**src/rtl/pismr_params.svh**
```systemverilog
/*
  Constants for the identification and supply-monitor register bank:
  register indices, field positions, reset values and codes.
  Assumes it is included by bare name from the design, checker and bench files.
*/
`ifndef PISMR_PARAMS_SVH
`define PISMR_PARAMS_SVH

// ********************************************************************
// register indices (byte address is four times the index)
// ********************************************************************
`define PISMR_IDX_RESET_CHIP   16'h0000
`define PISMR_IDX_REVISION     16'h0001
`define PISMR_IDX_PARENT_CODE  16'h4000
`define PISMR_IDX_SUPPLY_CTRL  16'h4001
`define PISMR_IDX_THERMAL_CFG  16'h4002
`define PISMR_IDX_POWER_STATE  16'h4003
`define PISMR_IDX_IRQ_STATUS   16'h4010
`define PISMR_IDX_IRQ_MASK     16'h4011
`define PISMR_IDX_RESET_SCOPE  16'h4012

// ********************************************************************
// field positions
// ********************************************************************
`define PISMR_ACT_HI           15
`define PISMR_ACT_LO           14
`define PISMR_LOW_STS_BIT      11
`define PISMR_LOW_THR_HI       6
`define PISMR_LOW_THR_LO       4
`define PISMR_GOOD_THR_HI      2
`define PISMR_GOOD_THR_LO      0
`define PISMR_THERMAL_WARN_HYSTERESIS_BIT     3
`define PISMR_THERMAL_WARN_LEVEL_HI      1
`define PISMR_THERMAL_WARN_LEVEL_LO      0
`define PISMR_CHIP_ON_BIT      15
`define PISMR_IRQ_LOW_BIT      0
`define PISMR_IRQ_GOOD_BIT     1
`define PISMR_SCOPE_BIT        0

// ********************************************************************
// reset values and codes
// ********************************************************************
`define PISMR_RST_ACTION       2'b00
`define PISMR_RST_LOW_THR      3'b010
`define PISMR_RST_GOOD_THR     3'b101
`define PISMR_RST_THERMAL_WARN_HYSTERESIS     1'b1
`define PISMR_RST_THERMAL_WARN_LEVEL     2'b10
`define PISMR_RST_IRQ          2'b00
`define PISMR_RST_SCOPE        1'b0
`define PISMR_ACT_IRQ          2'b00
`define PISMR_ACT_WAKE         2'b01
`define PISMR_ACT_OFF          2'b11
`define PISMR_RESP_OKAY        2'b00
`define PISMR_RESP_SLVERR      2'b10

`endif

```
**src/rtl/pismr_pkg.sv**
```systemverilog
/*
  Types shared by the register bank: bus state machines, the
  configuration carrier and the module state record.
  Assumes the constants header is on the include path.
*/
package pismr_pkg;

  typedef enum logic [1:0] {
    PISMR_WR_IDLE = 2'b00,
    PISMR_WR_ADDR = 2'b01,
    PISMR_WR_RESP = 2'b11,
    PISMR_WR_DATA = 2'b10
  } pismr_wr_state_t;

  typedef enum logic {
    PISMR_RD_IDLE = 1'b0,
    PISMR_RD_RESP = 1'b1
  } pismr_rd_state_t;

  // settings handed to the analogue monitors
  typedef struct packed {
    logic [1:0] supplyLowAction;
    logic [2:0] supplyLowThreshold;
    logic [2:0] supplyGoodThreshold;
    logic       thermalWarnHysteresis;
    logic [1:0] thermalWarnLevel;
  } pismr_ctrl_t;

  typedef struct packed {
    pismr_wr_state_t wrState;
    pismr_rd_state_t rdState;
    logic [15:0]     wrIndex;
    logic [31:0]     wrData;
    logic [3:0]      wrStrb;
    logic [1:0]      bResp;
    logic [31:0]     rData;
    logic [1:0]      rResp;
    pismr_ctrl_t     ctrl;
    logic [1:0]      irqStatus;
    logic [1:0]      irqMask;
    logic            resetScope;
    logic            lowPrev;
    logic            goodPrev;
    logic            softReset;
    logic            wakeReq;
    logic            offReq;
  } pismr_state_t;

endpackage

```
**src/rtl/pismr_sync.sv**
```systemverilog
/*
  Three-stage input synchroniser with agreement filter, one per bit.
  Assumes inputs are asynchronous levels that change slowly.
*/
`timescale 1ns/1ps

module pismr_sync #(
  parameter int WIDTH = 2
) (
  // clock and reset
  input  wire logic             clk,
  input  wire logic             sys_rst,
  // levels
  input  wire logic [WIDTH-1:0] asyncIn,
  output logic      [WIDTH-1:0] syncOut
);

  typedef struct packed {
    logic [WIDTH-1:0] stage1;
    logic [WIDTH-1:0] stage2;
    logic [WIDTH-1:0] stage3;
    logic [WIDTH-1:0] level;
  } pismr_sync_state_t;

  pismr_sync_state_t st;
  pismr_sync_state_t next_st;
  logic [WIDTH-1:0]  agreed;

  // ******************************************************************
  // per-bit filter: a change counts once stages two and three agree
  // ******************************************************************
  genvar gi;
  generate
    for (gi = 0; gi < WIDTH; gi = gi + 1) begin : g_bit
      assign agreed[gi] = (st.stage2[gi] == st.stage3[gi]) ? st.stage3[gi] : st.level[gi];
    end
  endgenerate

  always_comb begin
    next_st        = st;
    next_st.stage1 = asyncIn;
    next_st.stage2 = st.stage1;
    next_st.stage3 = st.stage2;
    next_st.level  = agreed;
  end

  always_ff @(posedge clk) begin
    if (sys_rst) begin
      st <= '0;
    end else begin
      st <= next_st;
    end
  end

  assign syncOut = st.level;

endmodule

```
**src/rtl/pismr_regs.sv**
```systemverilog
/*
  Identification, supply-monitor and thermal-warning register bank
  behind an AXI4-Lite slave, with a sticky interrupt status.
  Assumes one clock, synchronous reset, comparator outputs arriving
  asynchronously, and a power-state level from logic on this clock.
*/
// The AXI4-Lite interface to the registers was chosen for this implementation.
// Summary of operation
// any write to index zero pulses software reset
// scope setting decides whether contents return default
// index zero reads chip code, never resets
// revision upper byte is main die revision
// revision lower byte is secondary die revision
// parent code register returns fixed identifier
// action field picks interrupt, wake or off
// status bit eleven mirrors supply-low comparator
// bits six to four select falling threshold
// bits two to zero select rising threshold
// good detector adds hysteresis above code
// supply-low status bit ignores software writes
// chip-on zero commands off, one ignored
`timescale 1ns/1ps

`include "pismr_params.svh"

module pismr_regs
  import pismr_pkg::*;
#(
  parameter int          ADDR_W        = 18,
  // arbitrary values, replace per product
  parameter logic [15:0] DEVICE_IDENT  = 16'h1A2B,
  parameter logic [15:0] MAIN_DIE_IDENT = 16'h3C4D,
  parameter logic [7:0]  MAIN_DIE_REV  = 8'h00,
  parameter logic [7:0]  SEC_DIE_REV   = 8'h00
) (
  // clock and reset
  input  wire logic              clk,
  input  wire logic              sys_rst,
  // axi4-lite write address
  input  wire logic [ADDR_W-1:0] s_axi_awaddr,
  input  wire logic              s_axi_awvalid,
  output logic                   s_axi_awready,
  // axi4-lite write data
  input  wire logic [31:0]       s_axi_wdata,
  input  wire logic [3:0]        s_axi_wstrb,
  input  wire logic              s_axi_wvalid,
  output logic                   s_axi_wready,
  // axi4-lite write response
  output logic [1:0]             s_axi_bresp,
  output logic                   s_axi_bvalid,
  input  wire logic              s_axi_bready,
  // axi4-lite read address
  input  wire logic [ADDR_W-1:0] s_axi_araddr,
  input  wire logic              s_axi_arvalid,
  output logic                   s_axi_arready,
  // axi4-lite read data
  output logic [31:0]            s_axi_rdata,
  output logic [1:0]             s_axi_rresp,
  output logic                   s_axi_rvalid,
  input  wire logic              s_axi_rready,
  // comparators, asynchronous levels
  input  wire logic              supplyLowFlag,
  input  wire logic              supplyGoodFlag,
  // power state machine
  input  wire logic              chipOnState,
  output logic                   softResetPulse,
  output logic                   softResetScope,
  output logic                   wakeRequest,
  output logic                   offRequest,
  // monitor settings
  output pismr_ctrl_t            monitorCtrl,
  // interrupt
  output logic                   irq
);

  pismr_state_t st;
  pismr_state_t next_st;
  logic [1:0]   syncFlags;
  logic         lowLevel;
  logic         goodLevel;

  // ******************************************************************
  // comparator inputs
  // ******************************************************************
  pismr_sync #(
    .WIDTH (2)
  ) u_sync (
    .clk     (clk),
    .sys_rst (sys_rst),
    .asyncIn ({supplyGoodFlag, supplyLowFlag}),
    .syncOut (syncFlags)
  );

  assign lowLevel  = syncFlags[0];
  assign goodLevel = syncFlags[1];

  // ******************************************************************
  // helpers
  // ******************************************************************
  function automatic logic [15:0] merge16(
    input logic [15:0] old,
    input logic [31:0] data,
    input logic [3:0]  strb
  );
    logic [15:0] res;
    res[7:0]  = strb[0] ? data[7:0]  : old[7:0];
    res[15:8] = strb[1] ? data[15:8] : old[15:8];
    return res;
  endfunction

  function automatic logic mapped(input logic [15:0] idx);
    logic hit;
    hit = 1'b0;
    if (idx <= `PISMR_IDX_REVISION) begin
      hit = 1'b1;
    end else if (idx >= `PISMR_IDX_PARENT_CODE && idx <= `PISMR_IDX_POWER_STATE) begin
      hit = 1'b1;
    end else if (idx >= `PISMR_IDX_IRQ_STATUS && idx <= `PISMR_IDX_RESET_SCOPE) begin
      hit = 1'b1;
    end
    return hit;
  endfunction

  // ******************************************************************
  // next state
  // ******************************************************************
  logic        doWrite;
  logic [15:0] wIdx;
  logic [31:0] wData;
  logic [3:0]  wStrb;
  logic [15:0] cur16;
  logic [15:0] new16;
  logic [15:0] rIdx;
  logic [15:0] rVal;
  logic [1:0]  lowSet;
  logic [1:0]  clearBits;

  always_comb begin
    next_st           = st;
    next_st.softReset = 1'b0;
    next_st.wakeReq   = 1'b0;
    next_st.offReq    = 1'b0;
    next_st.lowPrev   = lowLevel;
    next_st.goodPrev  = goodLevel;
    doWrite           = 1'b0;
    wIdx              = st.wrIndex;
    wData             = st.wrData;
    wStrb             = st.wrStrb;
    cur16             = 16'h0000;
    new16             = 16'h0000;
    rIdx              = s_axi_araddr[17:2];
    rVal              = 16'h0000;
    lowSet            = 2'b00;
    clearBits         = 2'b00;

    // write channel: address and data in either order
    case (st.wrState)
      PISMR_WR_IDLE: begin
        if (s_axi_awvalid && s_axi_wvalid) begin
          doWrite = 1'b1;
          wIdx    = s_axi_awaddr[17:2];
          wData   = s_axi_wdata;
          wStrb   = s_axi_wstrb;
        end else if (s_axi_awvalid) begin
          next_st.wrIndex = s_axi_awaddr[17:2];
          next_st.wrState = PISMR_WR_ADDR;
        end else if (s_axi_wvalid) begin
          next_st.wrData  = s_axi_wdata;
          next_st.wrStrb  = s_axi_wstrb;
          next_st.wrState = PISMR_WR_DATA;
        end
      end
      PISMR_WR_ADDR: begin
        if (s_axi_wvalid) begin
          doWrite = 1'b1;
          wData   = s_axi_wdata;
          wStrb   = s_axi_wstrb;
        end
      end
      PISMR_WR_DATA: begin
        if (s_axi_awvalid) begin
          doWrite = 1'b1;
          wIdx    = s_axi_awaddr[17:2];
        end
      end
      PISMR_WR_RESP: begin
        if (s_axi_bready) begin
          next_st.wrState = PISMR_WR_IDLE;
        end
      end
      default: begin
        next_st.wrState = PISMR_WR_IDLE;
      end
    endcase

    if (doWrite) begin
      next_st.wrState = PISMR_WR_RESP;
      next_st.bResp   = mapped(wIdx) ? `PISMR_RESP_OKAY : `PISMR_RESP_SLVERR;
      if (wIdx == `PISMR_IDX_RESET_CHIP) begin
        // any write, any data or strobes
        next_st.softReset = 1'b1;
        if (st.resetScope) begin
          next_st.ctrl.supplyLowAction       = `PISMR_RST_ACTION;
          next_st.ctrl.supplyLowThreshold    = `PISMR_RST_LOW_THR;
          next_st.ctrl.supplyGoodThreshold   = `PISMR_RST_GOOD_THR;
          next_st.ctrl.thermalWarnHysteresis = `PISMR_RST_THERMAL_WARN_HYSTERESIS;
          next_st.ctrl.thermalWarnLevel      = `PISMR_RST_THERMAL_WARN_LEVEL;
          next_st.irqStatus                  = `PISMR_RST_IRQ;
          next_st.irqMask                    = `PISMR_RST_IRQ;
        end
      end else if (wIdx == `PISMR_IDX_SUPPLY_CTRL) begin
        cur16 = {st.ctrl.supplyLowAction, 7'h00, st.ctrl.supplyLowThreshold,
                 1'b0, st.ctrl.supplyGoodThreshold};
        new16 = merge16(cur16, wData, wStrb);
        next_st.ctrl.supplyLowAction     = new16[`PISMR_ACT_HI:`PISMR_ACT_LO];
        next_st.ctrl.supplyLowThreshold  = new16[`PISMR_LOW_THR_HI:`PISMR_LOW_THR_LO];
        next_st.ctrl.supplyGoodThreshold = new16[`PISMR_GOOD_THR_HI:`PISMR_GOOD_THR_LO];
        // status bit has no storage, so a write cannot touch it
      end else if (wIdx == `PISMR_IDX_THERMAL_CFG) begin
        cur16 = {12'h000, st.ctrl.thermalWarnHysteresis, 1'b0, st.ctrl.thermalWarnLevel};
        new16 = merge16(cur16, wData, wStrb);
        next_st.ctrl.thermalWarnHysteresis = new16[`PISMR_THERMAL_WARN_HYSTERESIS_BIT];
        next_st.ctrl.thermalWarnLevel      = new16[`PISMR_THERMAL_WARN_LEVEL_HI:`PISMR_THERMAL_WARN_LEVEL_LO];
      end else if (wIdx == `PISMR_IDX_POWER_STATE) begin
        if (wStrb[1] && !wData[`PISMR_CHIP_ON_BIT]) begin
          next_st.offReq = 1'b1;
        end
      end else if (wIdx == `PISMR_IDX_IRQ_STATUS) begin
        if (wStrb[0]) begin
          clearBits = wData[1:0];
        end
      end else if (wIdx == `PISMR_IDX_IRQ_MASK) begin
        if (wStrb[0]) begin
          next_st.irqMask = wData[1:0];
        end
      end else if (wIdx == `PISMR_IDX_RESET_SCOPE) begin
        if (wStrb[0]) begin
          next_st.resetScope = wData[`PISMR_SCOPE_BIT];
        end
      end
    end

    // supply-low assertion takes the selected action
    if (lowLevel && !st.lowPrev) begin
      case (st.ctrl.supplyLowAction)
        `PISMR_ACT_IRQ: begin
          lowSet[`PISMR_IRQ_LOW_BIT] = 1'b1;
        end
        `PISMR_ACT_WAKE: begin
          next_st.wakeReq = 1'b1;
        end
        `PISMR_ACT_OFF: begin
          next_st.offReq = 1'b1;
        end
        default: begin
          lowSet = 2'b00;
        end
      endcase
    end
    // the comparator applies its margin above the programmed code
    if (goodLevel && !st.goodPrev) begin
      lowSet[`PISMR_IRQ_GOOD_BIT] = 1'b1;
    end
    // set wins over a clear in the same cycle
    next_st.irqStatus = (next_st.irqStatus & ~clearBits) | lowSet;

    // read channel
    case (st.rdState)
      PISMR_RD_IDLE: begin
        if (s_axi_arvalid) begin
          if (rIdx == `PISMR_IDX_RESET_CHIP) begin
            rVal = DEVICE_IDENT;
          end else if (rIdx == `PISMR_IDX_REVISION) begin
            rVal = {MAIN_DIE_REV, SEC_DIE_REV};
          end else if (rIdx == `PISMR_IDX_PARENT_CODE) begin
            rVal = MAIN_DIE_IDENT;
          end else if (rIdx == `PISMR_IDX_SUPPLY_CTRL) begin
            rVal = {st.ctrl.supplyLowAction, 2'b00, lowLevel, 4'h0,
                    st.ctrl.supplyLowThreshold, 1'b0,
                    st.ctrl.supplyGoodThreshold};
          end else if (rIdx == `PISMR_IDX_THERMAL_CFG) begin
            rVal = {12'h000, st.ctrl.thermalWarnHysteresis, 1'b0,
                    st.ctrl.thermalWarnLevel};
          end else if (rIdx == `PISMR_IDX_POWER_STATE) begin
            rVal = {chipOnState, 15'h0000};
          end else if (rIdx == `PISMR_IDX_IRQ_STATUS) begin
            rVal = {14'h0000, st.irqStatus};
          end else if (rIdx == `PISMR_IDX_IRQ_MASK) begin
            rVal = {14'h0000, st.irqMask};
          end else if (rIdx == `PISMR_IDX_RESET_SCOPE) begin
            rVal = {15'h0000, st.resetScope};
          end
          next_st.rData   = {16'h0000, rVal};
          next_st.rResp   = mapped(rIdx) ? `PISMR_RESP_OKAY : `PISMR_RESP_SLVERR;
          next_st.rdState = PISMR_RD_RESP;
        end
      end
      PISMR_RD_RESP: begin
        if (s_axi_rready) begin
          next_st.rdState = PISMR_RD_IDLE;
        end
      end
      default: begin
        next_st.rdState = PISMR_RD_IDLE;
      end
    endcase
  end

  // ******************************************************************
  // state register
  // ******************************************************************
  always_ff @(posedge clk) begin
    if (sys_rst) begin
      st                            <= '0;
      st.wrState                    <= PISMR_WR_IDLE;
      st.rdState                    <= PISMR_RD_IDLE;
      st.ctrl.supplyLowAction       <= `PISMR_RST_ACTION;
      st.ctrl.supplyLowThreshold    <= `PISMR_RST_LOW_THR;
      st.ctrl.supplyGoodThreshold   <= `PISMR_RST_GOOD_THR;
      st.ctrl.thermalWarnHysteresis <= `PISMR_RST_THERMAL_WARN_HYSTERESIS;
      st.ctrl.thermalWarnLevel      <= `PISMR_RST_THERMAL_WARN_LEVEL;
      st.irqStatus                  <= `PISMR_RST_IRQ;
      st.irqMask                    <= `PISMR_RST_IRQ;
      st.resetScope                 <= `PISMR_RST_SCOPE;
    end else begin
      st <= next_st;
    end
  end

  // ******************************************************************
  // outputs
  // ******************************************************************
  assign s_axi_awready  = (st.wrState == PISMR_WR_IDLE) || (st.wrState == PISMR_WR_DATA);
  assign s_axi_wready   = (st.wrState == PISMR_WR_IDLE) || (st.wrState == PISMR_WR_ADDR);
  assign s_axi_bvalid   = (st.wrState == PISMR_WR_RESP);
  assign s_axi_bresp    = st.bResp;
  assign s_axi_arready  = (st.rdState == PISMR_RD_IDLE);
  assign s_axi_rvalid   = (st.rdState == PISMR_RD_RESP);
  assign s_axi_rdata    = st.rData;
  assign s_axi_rresp    = st.rResp;
  assign softResetPulse = st.softReset;
  assign softResetScope = st.resetScope;
  assign wakeRequest    = st.wakeReq;
  assign offRequest     = st.offReq;
  assign monitorCtrl    = st.ctrl;
  assign irq            = |(st.irqStatus & st.irqMask);

endmodule

```
**config.mk**
```make
export PLATFORM = sky130hd
export DESIGN_NAME = pismr_regs
export DESIGN_NICKNAME = d
export VERILOG_FILES = /design/src/rtl/pismr_pkg.sv /design/src/rtl/pismr_sync.sv /design/src/rtl/pismr_regs.sv
export VERILOG_INCLUDE_DIRS = /design/src /design/src/rtl
export SDC_FILE = /design/constraint.sdc
export NUM_CORES = 1
export LEC_CHECK = 0
export BUFFER_PORTS_ARGS = -buffer_cell sky130_fd_sc_hd__buf_2
export CAP_MARGIN = 20
export CORE_MARGIN = 3
export CORE_UTILIZATION = 51
export CTS_CLUSTER_SIZE = 30
export DETAILED_ROUTE_END_ITERATION = 12
export GPL_ROUTABILITY_DRIVEN = 0
export MAX_ROUTING_LAYER = met4
export PLACE_DENSITY = 0.77
export SETUP_SLACK_MARGIN = 0.3
export SYNTH_ARGS = -nofsm -noshare
export SYNTH_HDL_FRONTEND = slang
export SYNTH_SLANG_ARGS = --single-unit
```
**constraint.sdc**
```tcl
create_clock -name clk -period 2.8 [get_ports clk]
set_clock_uncertainty 0.2 [all_clocks]
set_input_delay 0.56 -clock clk [delete_from_list [all_inputs] [get_ports clk]]
set_output_delay 0.56 -clock clk [all_outputs]
set_load 0.03 [all_outputs]
```
; ---- After elaboration in Yosys (flattened, before gate mapping)
; Index checks and enable logic that the tools add are counted.
[word_totals]
mem_count = 0
mem_bits_rw = 0
romBits = 0
word_cells = 198
inputBits = 82
reg_bits = 86
latchBits = 0
[op_classes]
magnitude_cmp = 10
mul = 0
reduce_logical = 35
eq_ne = 29
muxes = 83
bitwise_logic = 15
div_mod_pow = 0
add_sub_neg = 0
shift = 0
[ops]
columns = operator, n
row1 = "16-bit by 15-bit == test with 1-bit output, second input constant", 13
row2 = 16-bit 2-to-1 mux, 10
row3 = "16-bit by 15-bit >= comparator with 1-bit output, second input constant", 4
row4 = "16-bit by 15-bit less-or-equal comparator with 1-bit output, second input constant", 4
row5 = 16-bit case mux with 2 select lines, 2
row6 = 2-bit 2-to-1 mux, 22
row7 = "16-bit by 1-bit less-or-equal comparator with 1-bit output, second input constant", 2
row8 = 16-bit logical NOT, 2
row9 = 1-bit 2-to-1 mux, 32
row10 = 3-bit 2-to-1 mux, 6
row11 = "16-bit by 1-bit == test with 1-bit output, second input constant", 1
row12 = 8-bit 2-to-1 mux, 2
row13 = 4-bit AND reduction, 4
row14 = 15-bit 2-to-1 mux, 1
row15 = 11-bit 2-to-1 mux, 1
row16 = 1-bit NOT, 11
row17 = "2-bit != test, second input constant", 5
row18 = 2-bit nonzero test, 5
row19 = 9-bit AND reduction, 1
row20 = 1-bit logical AND, 8
row21 = 2-bit case mux with 2 select lines, 2
row22 = 8-bit AND reduction, 1
row23 = 7-bit 2-to-1 mux, 1
row24 = "2-bit == test, second input constant", 3
row25 = other kinds (19), 29

; ---- Depth between registers and ports, before layout
[depth]
word_depth = 14
depth_mapped = 9
depth_no_buf = 7

; ---- By module
; Synthesis repeated with hierarchy kept, for this count alone.
[hier_totals]
hier_cells = 507
area_unflattened_um2 = 4013.8
[by_module_without_submodules]
columns = module, cells_per_inst, area_per_inst_um2, n_inst
row1 = pismr_regs, 485, 3771.1, 1
row2 = pismr_sync, 22, 242.7, 1

; ---- Worst setup path before layout
; No wires, ideal clock.
[synth_timing]
path_kind = input port to flip-flop
startpoint = in s_axi_awaddr[11]
endpoint = reg st (netlist bit monitorCtrl[1])
t_arrival_ns = 2.231
path_buffers = 0
required_time_ns = 2.468
setup_time_ns = 0.132
path_stages = 7
path_slack_ns = 0.237
cell_sequence = nor3_1 > nand2_1 > a311oi_4 > nand4b_1 > o32ai_2 > and3_2 > o21ai_0
[synth_via]
elab_chain_len = 5
elab_cells_between_ends = 12
classes_between = eq/ne: 4 / mux: 4 / reduce/logical: 4
[synth_lines]
columns = item, line
row1 = start: declaration, pismr_regs.sv:40  ; input wire logic [ADDR_W-1:0] s_axi_awaddr,
row2 = "16-bit 2-to-1 mux, on equally long branches", "pismr_regs.sv:181, pismr_regs.sv:159"
row3 = 16-bit case mux with 2 select lines (*), pismr_regs.sv:157  ; case (st.wrState)
row4 = 16-bit by 15-bit == test with 1-bit output (no line) or 16-bit logical NOT (tied branches), --
row5 = 2-bit != test (no line) or 2-bit nonzero test (tied branches), --
row6 = 5-bit AND reduction (no line), --
row7 = end signal: assignment, pismr_regs.sv:326  ; st <= next_st;
row8 = end: declaration, pismr_regs.sv:76  ; pismr_state_t st;
; Mark *: on every way between the ends. The rest lies on a longest branch, timed or not.
; A chain may end at the register's enable or synchronous reset.

; ---- Worst setup path after layout
[layout_timing]
startpoint = reg st[100] in the netlist's numbering
endpoint = reg st (netlist bit monitorCtrl[1])
[layout_via]
elab_chain_len = 5
elab_cells_between_ends = 12
classes_between = eq/ne: 4 / mux: 4 / reduce/logical: 4
[layout_lines]
columns = item, line
row1 = "16-bit 2-to-1 mux, on equally long branches", "pismr_regs.sv:181, pismr_regs.sv:159"
row2 = 16-bit case mux with 2 select lines (*), pismr_regs.sv:157
row3 = 16-bit by 15-bit == test with 1-bit output (no line) or 16-bit logical NOT (tied branches), --
row4 = 2-bit != test (no line) or 2-bit nonzero test (tied branches), --
row5 = 5-bit AND reduction (no line), --
; Marked as above.

==> out/results.ini <==
[cells_and_area]
syn2layout_area_growth_pct=20.4
n_antenna_cell=0
nNetsFinal=662
seqCellArea_sq_mm=0.00149
stdcell_count=684
multi_input_area_sq_mm=0.00227
drive_gt1_share_pct=32.1
layout_commonest_cell=buf_2
final_cell_mix=buf_2, nand2_1, dfxtp_1, a21oi_1, nor2_1
fillCellCount=629

[global_routing]
grt.overflow.total=0
grt_max_degree=32
grt_pass1_wl_um=15800
antenna_found_initial=0
grt.total_usage_pct=22.9
grt_pass1_vias=3387

[worst_setup_path]
worstSetupStartpoint=st[100]$_SDFFE_PP0P_
r2r-start=st[100]$_SDFFE_PP0P_
ff2ff_setup_slack_ps=310
r2r_cells=8
crit_required_ps=2820
crit_end=monitorCtrl[1]$_SDFFE_PP1P_
path_class=register to register
cp-end-kind=register
worst_ep_arrival_time_ps=2520
crit_fanout=4
reg2reg_to=monitorCtrl[1]$_SDFFE_PP1P_
startpoint_type=register

[logic_synthesis]
syn_area_sq_mm=0.00405
yosysWarnings=0
synth.avg_cell_area_sq_um=8.18
async_reset_ff_share_pct=0
synthMuxAreaShare_pct=5.60
synth.distinct_cells=65
synth-simple-area-share_pct=26.1
synth_edf_count=0
synthAdderAreaFrac_pct=0
synth_top_family_by_area=simple AND/OR/NAND/NOR gates
synth-compound-area-share_pct=18.3
synth_ff_type=dfxtp_1
yosysSeqAreaShare_pct=36.6
yosys.area_share.xor_xnor_pct=0.866
netlist_instances=495
synth-seq-cells=74

[min_path]
min_path_type=input port to register

[sta]
final-hold-violation-count=0
tightest_slew_ps=609
drv_slew=0
finalCriticalPeriod_ps=2490
slew_headroom_pct=59.4
tns_ps=0
setup_viol=0
max_freq_mhz=401
grt_setup_unrepaired=true
period_share_pct=89.1

[clocking]
cts_root_buf=clkbuf_8
cts_sinks=74
cts_hold_buf=0
cts_buffers=9
htree_levels=3
clock_path_buffers=2
tritoncts=built
clk_latency_ps=350
path_clk_slew_ps=90

[die]
die-area_sq_mm=0.00904
io_pins=139
num_rows=31
initial_core_util_pct=54.1
dieWidth_um=95.1
core_sq_mm=0.00749
die_h_um=95.1

[flow_run]
maxCapViolations=0

[routing]
vias_per_cell=5.41
first_pass_iters=4
wire_per_inst_um=14.7
final_antenna_net_count=0
wl_um=10100
drt_iter0_markers=188
routed-via-count=3699
drc_errors=0

[placement]
dpl.hpwl_um=7530
place_inst=661
portBuffers=89

[power]
vdd_drop_max_mv=0.300
p_leak_nw=1.96
power_density_mw_per_mm2=513
power.total_mw=2.50

[outcome]
status=complete, no violations

[how the worst min path moves through the flow]
stage | start | endpoint | slack, ps | cells past startpoint
after floorplan | u_sync.next_st[4]$_SDFF_PP0_ | u_sync.next_st[2]$_SDFF_PP0_ | 210 | 1
after global placement | u_sync.next_st[5]$_SDFF_PP0_ | u_sync.next_st[3]$_SDFF_PP0_ | 220 | 1
after detailed placement | u_sync.next_st[4]$_SDFF_PP0_ | u_sync.next_st[2]$_SDFF_PP0_ | 230 | 1
after CTS | s_axi_rready | s_axi_rvalid$_SDFF_PP0_ | 180 | 2
after global routing | s_axi_rready | s_axi_rvalid$_SDFF_PP0_ | 190 | 2
final | s_axi_rready | s_axi_rvalid$_SDFF_PP0_ | 190 | 2
[flip-flops by register name, indices dropped and copies added, names as in the netlist]
name	cells
monitorCtrl	11
offRequest	1
s_axi_bresp	1
s_axi_rdata	13
s_axi_rresp	1
s_axi_rvalid	1
softResetPulse	1
softResetScope	1
st	35
u_sync.next_st	4
u_sync.st	2
u_sync.syncOut	2
wakeRequest	1
[final cells by class]
cell class              count  area share [%]
multi-input cells         356            46.7
well taps                  99            2.54
repair buffers            126            15.0
flip-flops and latches     74            30.5
clock inverters             6            1.49
inverters                  13            1.00
clock buffers              10            2.82
[where the power goes]
part	total, mW	leakage [nW]	switching [mW]	internal (mW)
combinational	0.513	1.25	0.310	0.203
sequential	1.11	0.603	0.0271	1.08
clock	0.876	0.103	0.430	0.445
[logic make-up (layout without fill, tap and decap cells)]
logic type | count (synthesis) | in the layout
AND/OR/NAND/NOR | 204 | 204
AO/OA/AOI/OAI | 106 | 106
buffers and inverters | 84 | 155
flip-flops | 74 | 74
multiplexers | 22 | 22
XOR/XNOR | 4 | 4
other | 1 | 20
[per-layer routing]
layer  part of all wire (%)  routed length (um)  global-route usage, %  up-vias
met5                      0                   0                      -        -
li1                       -                   -                      -     1822
met1                     44                4400                   28.3     1740
met2                     48                4870                   36.5      123
met3                    6.2                 625                   4.10       14
met4                    1.7                 170                   10.2        0
[cells in the mapped netlist, types with 6 or more instances]
library cell	count	area [sq um]
nand2_1	84	315
dfxtp_1	74	1480
nand3_1	10	50.1
a21oi_1	46	230
nor2_1	37	139
inv_1	13	48.8
buf_4	47	353
clkbuf_1	18	67.6
nor3_1	12	60.1
mux2i_1	17	170
nor2b_1	12	75.1
o21ai_0	21	105
a211oi_1	6	45.0
[critical path: stages, from the launching register on]
cell and delay (ps):
dfxtp_2 330, or4_4 550, a21oi_4 170, buf_6 140
a22oi_2 70, nand4b_1 270, o32ai_4 340, and3_4 230
o21ai_1 50
[metrics by stage]
stage                     cell area [sq um]  worst slack, ps  hold WS (ps)  util [%]
after global placement                 4490             28.4           222      60.0
after floorplan                        4150              301           214         -
after CTS                              4790              281           185      64.0
final                                  4870              306           195      65.1
after detailed placement               4490            -46.8           226      60.0
after global routing                   4870              201           193      65.1
[repair_timing]
| action | in CTS | in global routing |
|---|---|---|
| pin swaps | 6 | 6 |
| endpoints found under the setup margin | 14 | 17 |
| resized for setup | 18 | 10 |
| buffers inserted | 3 | 4 |
(Power assumes the default switching activity.)
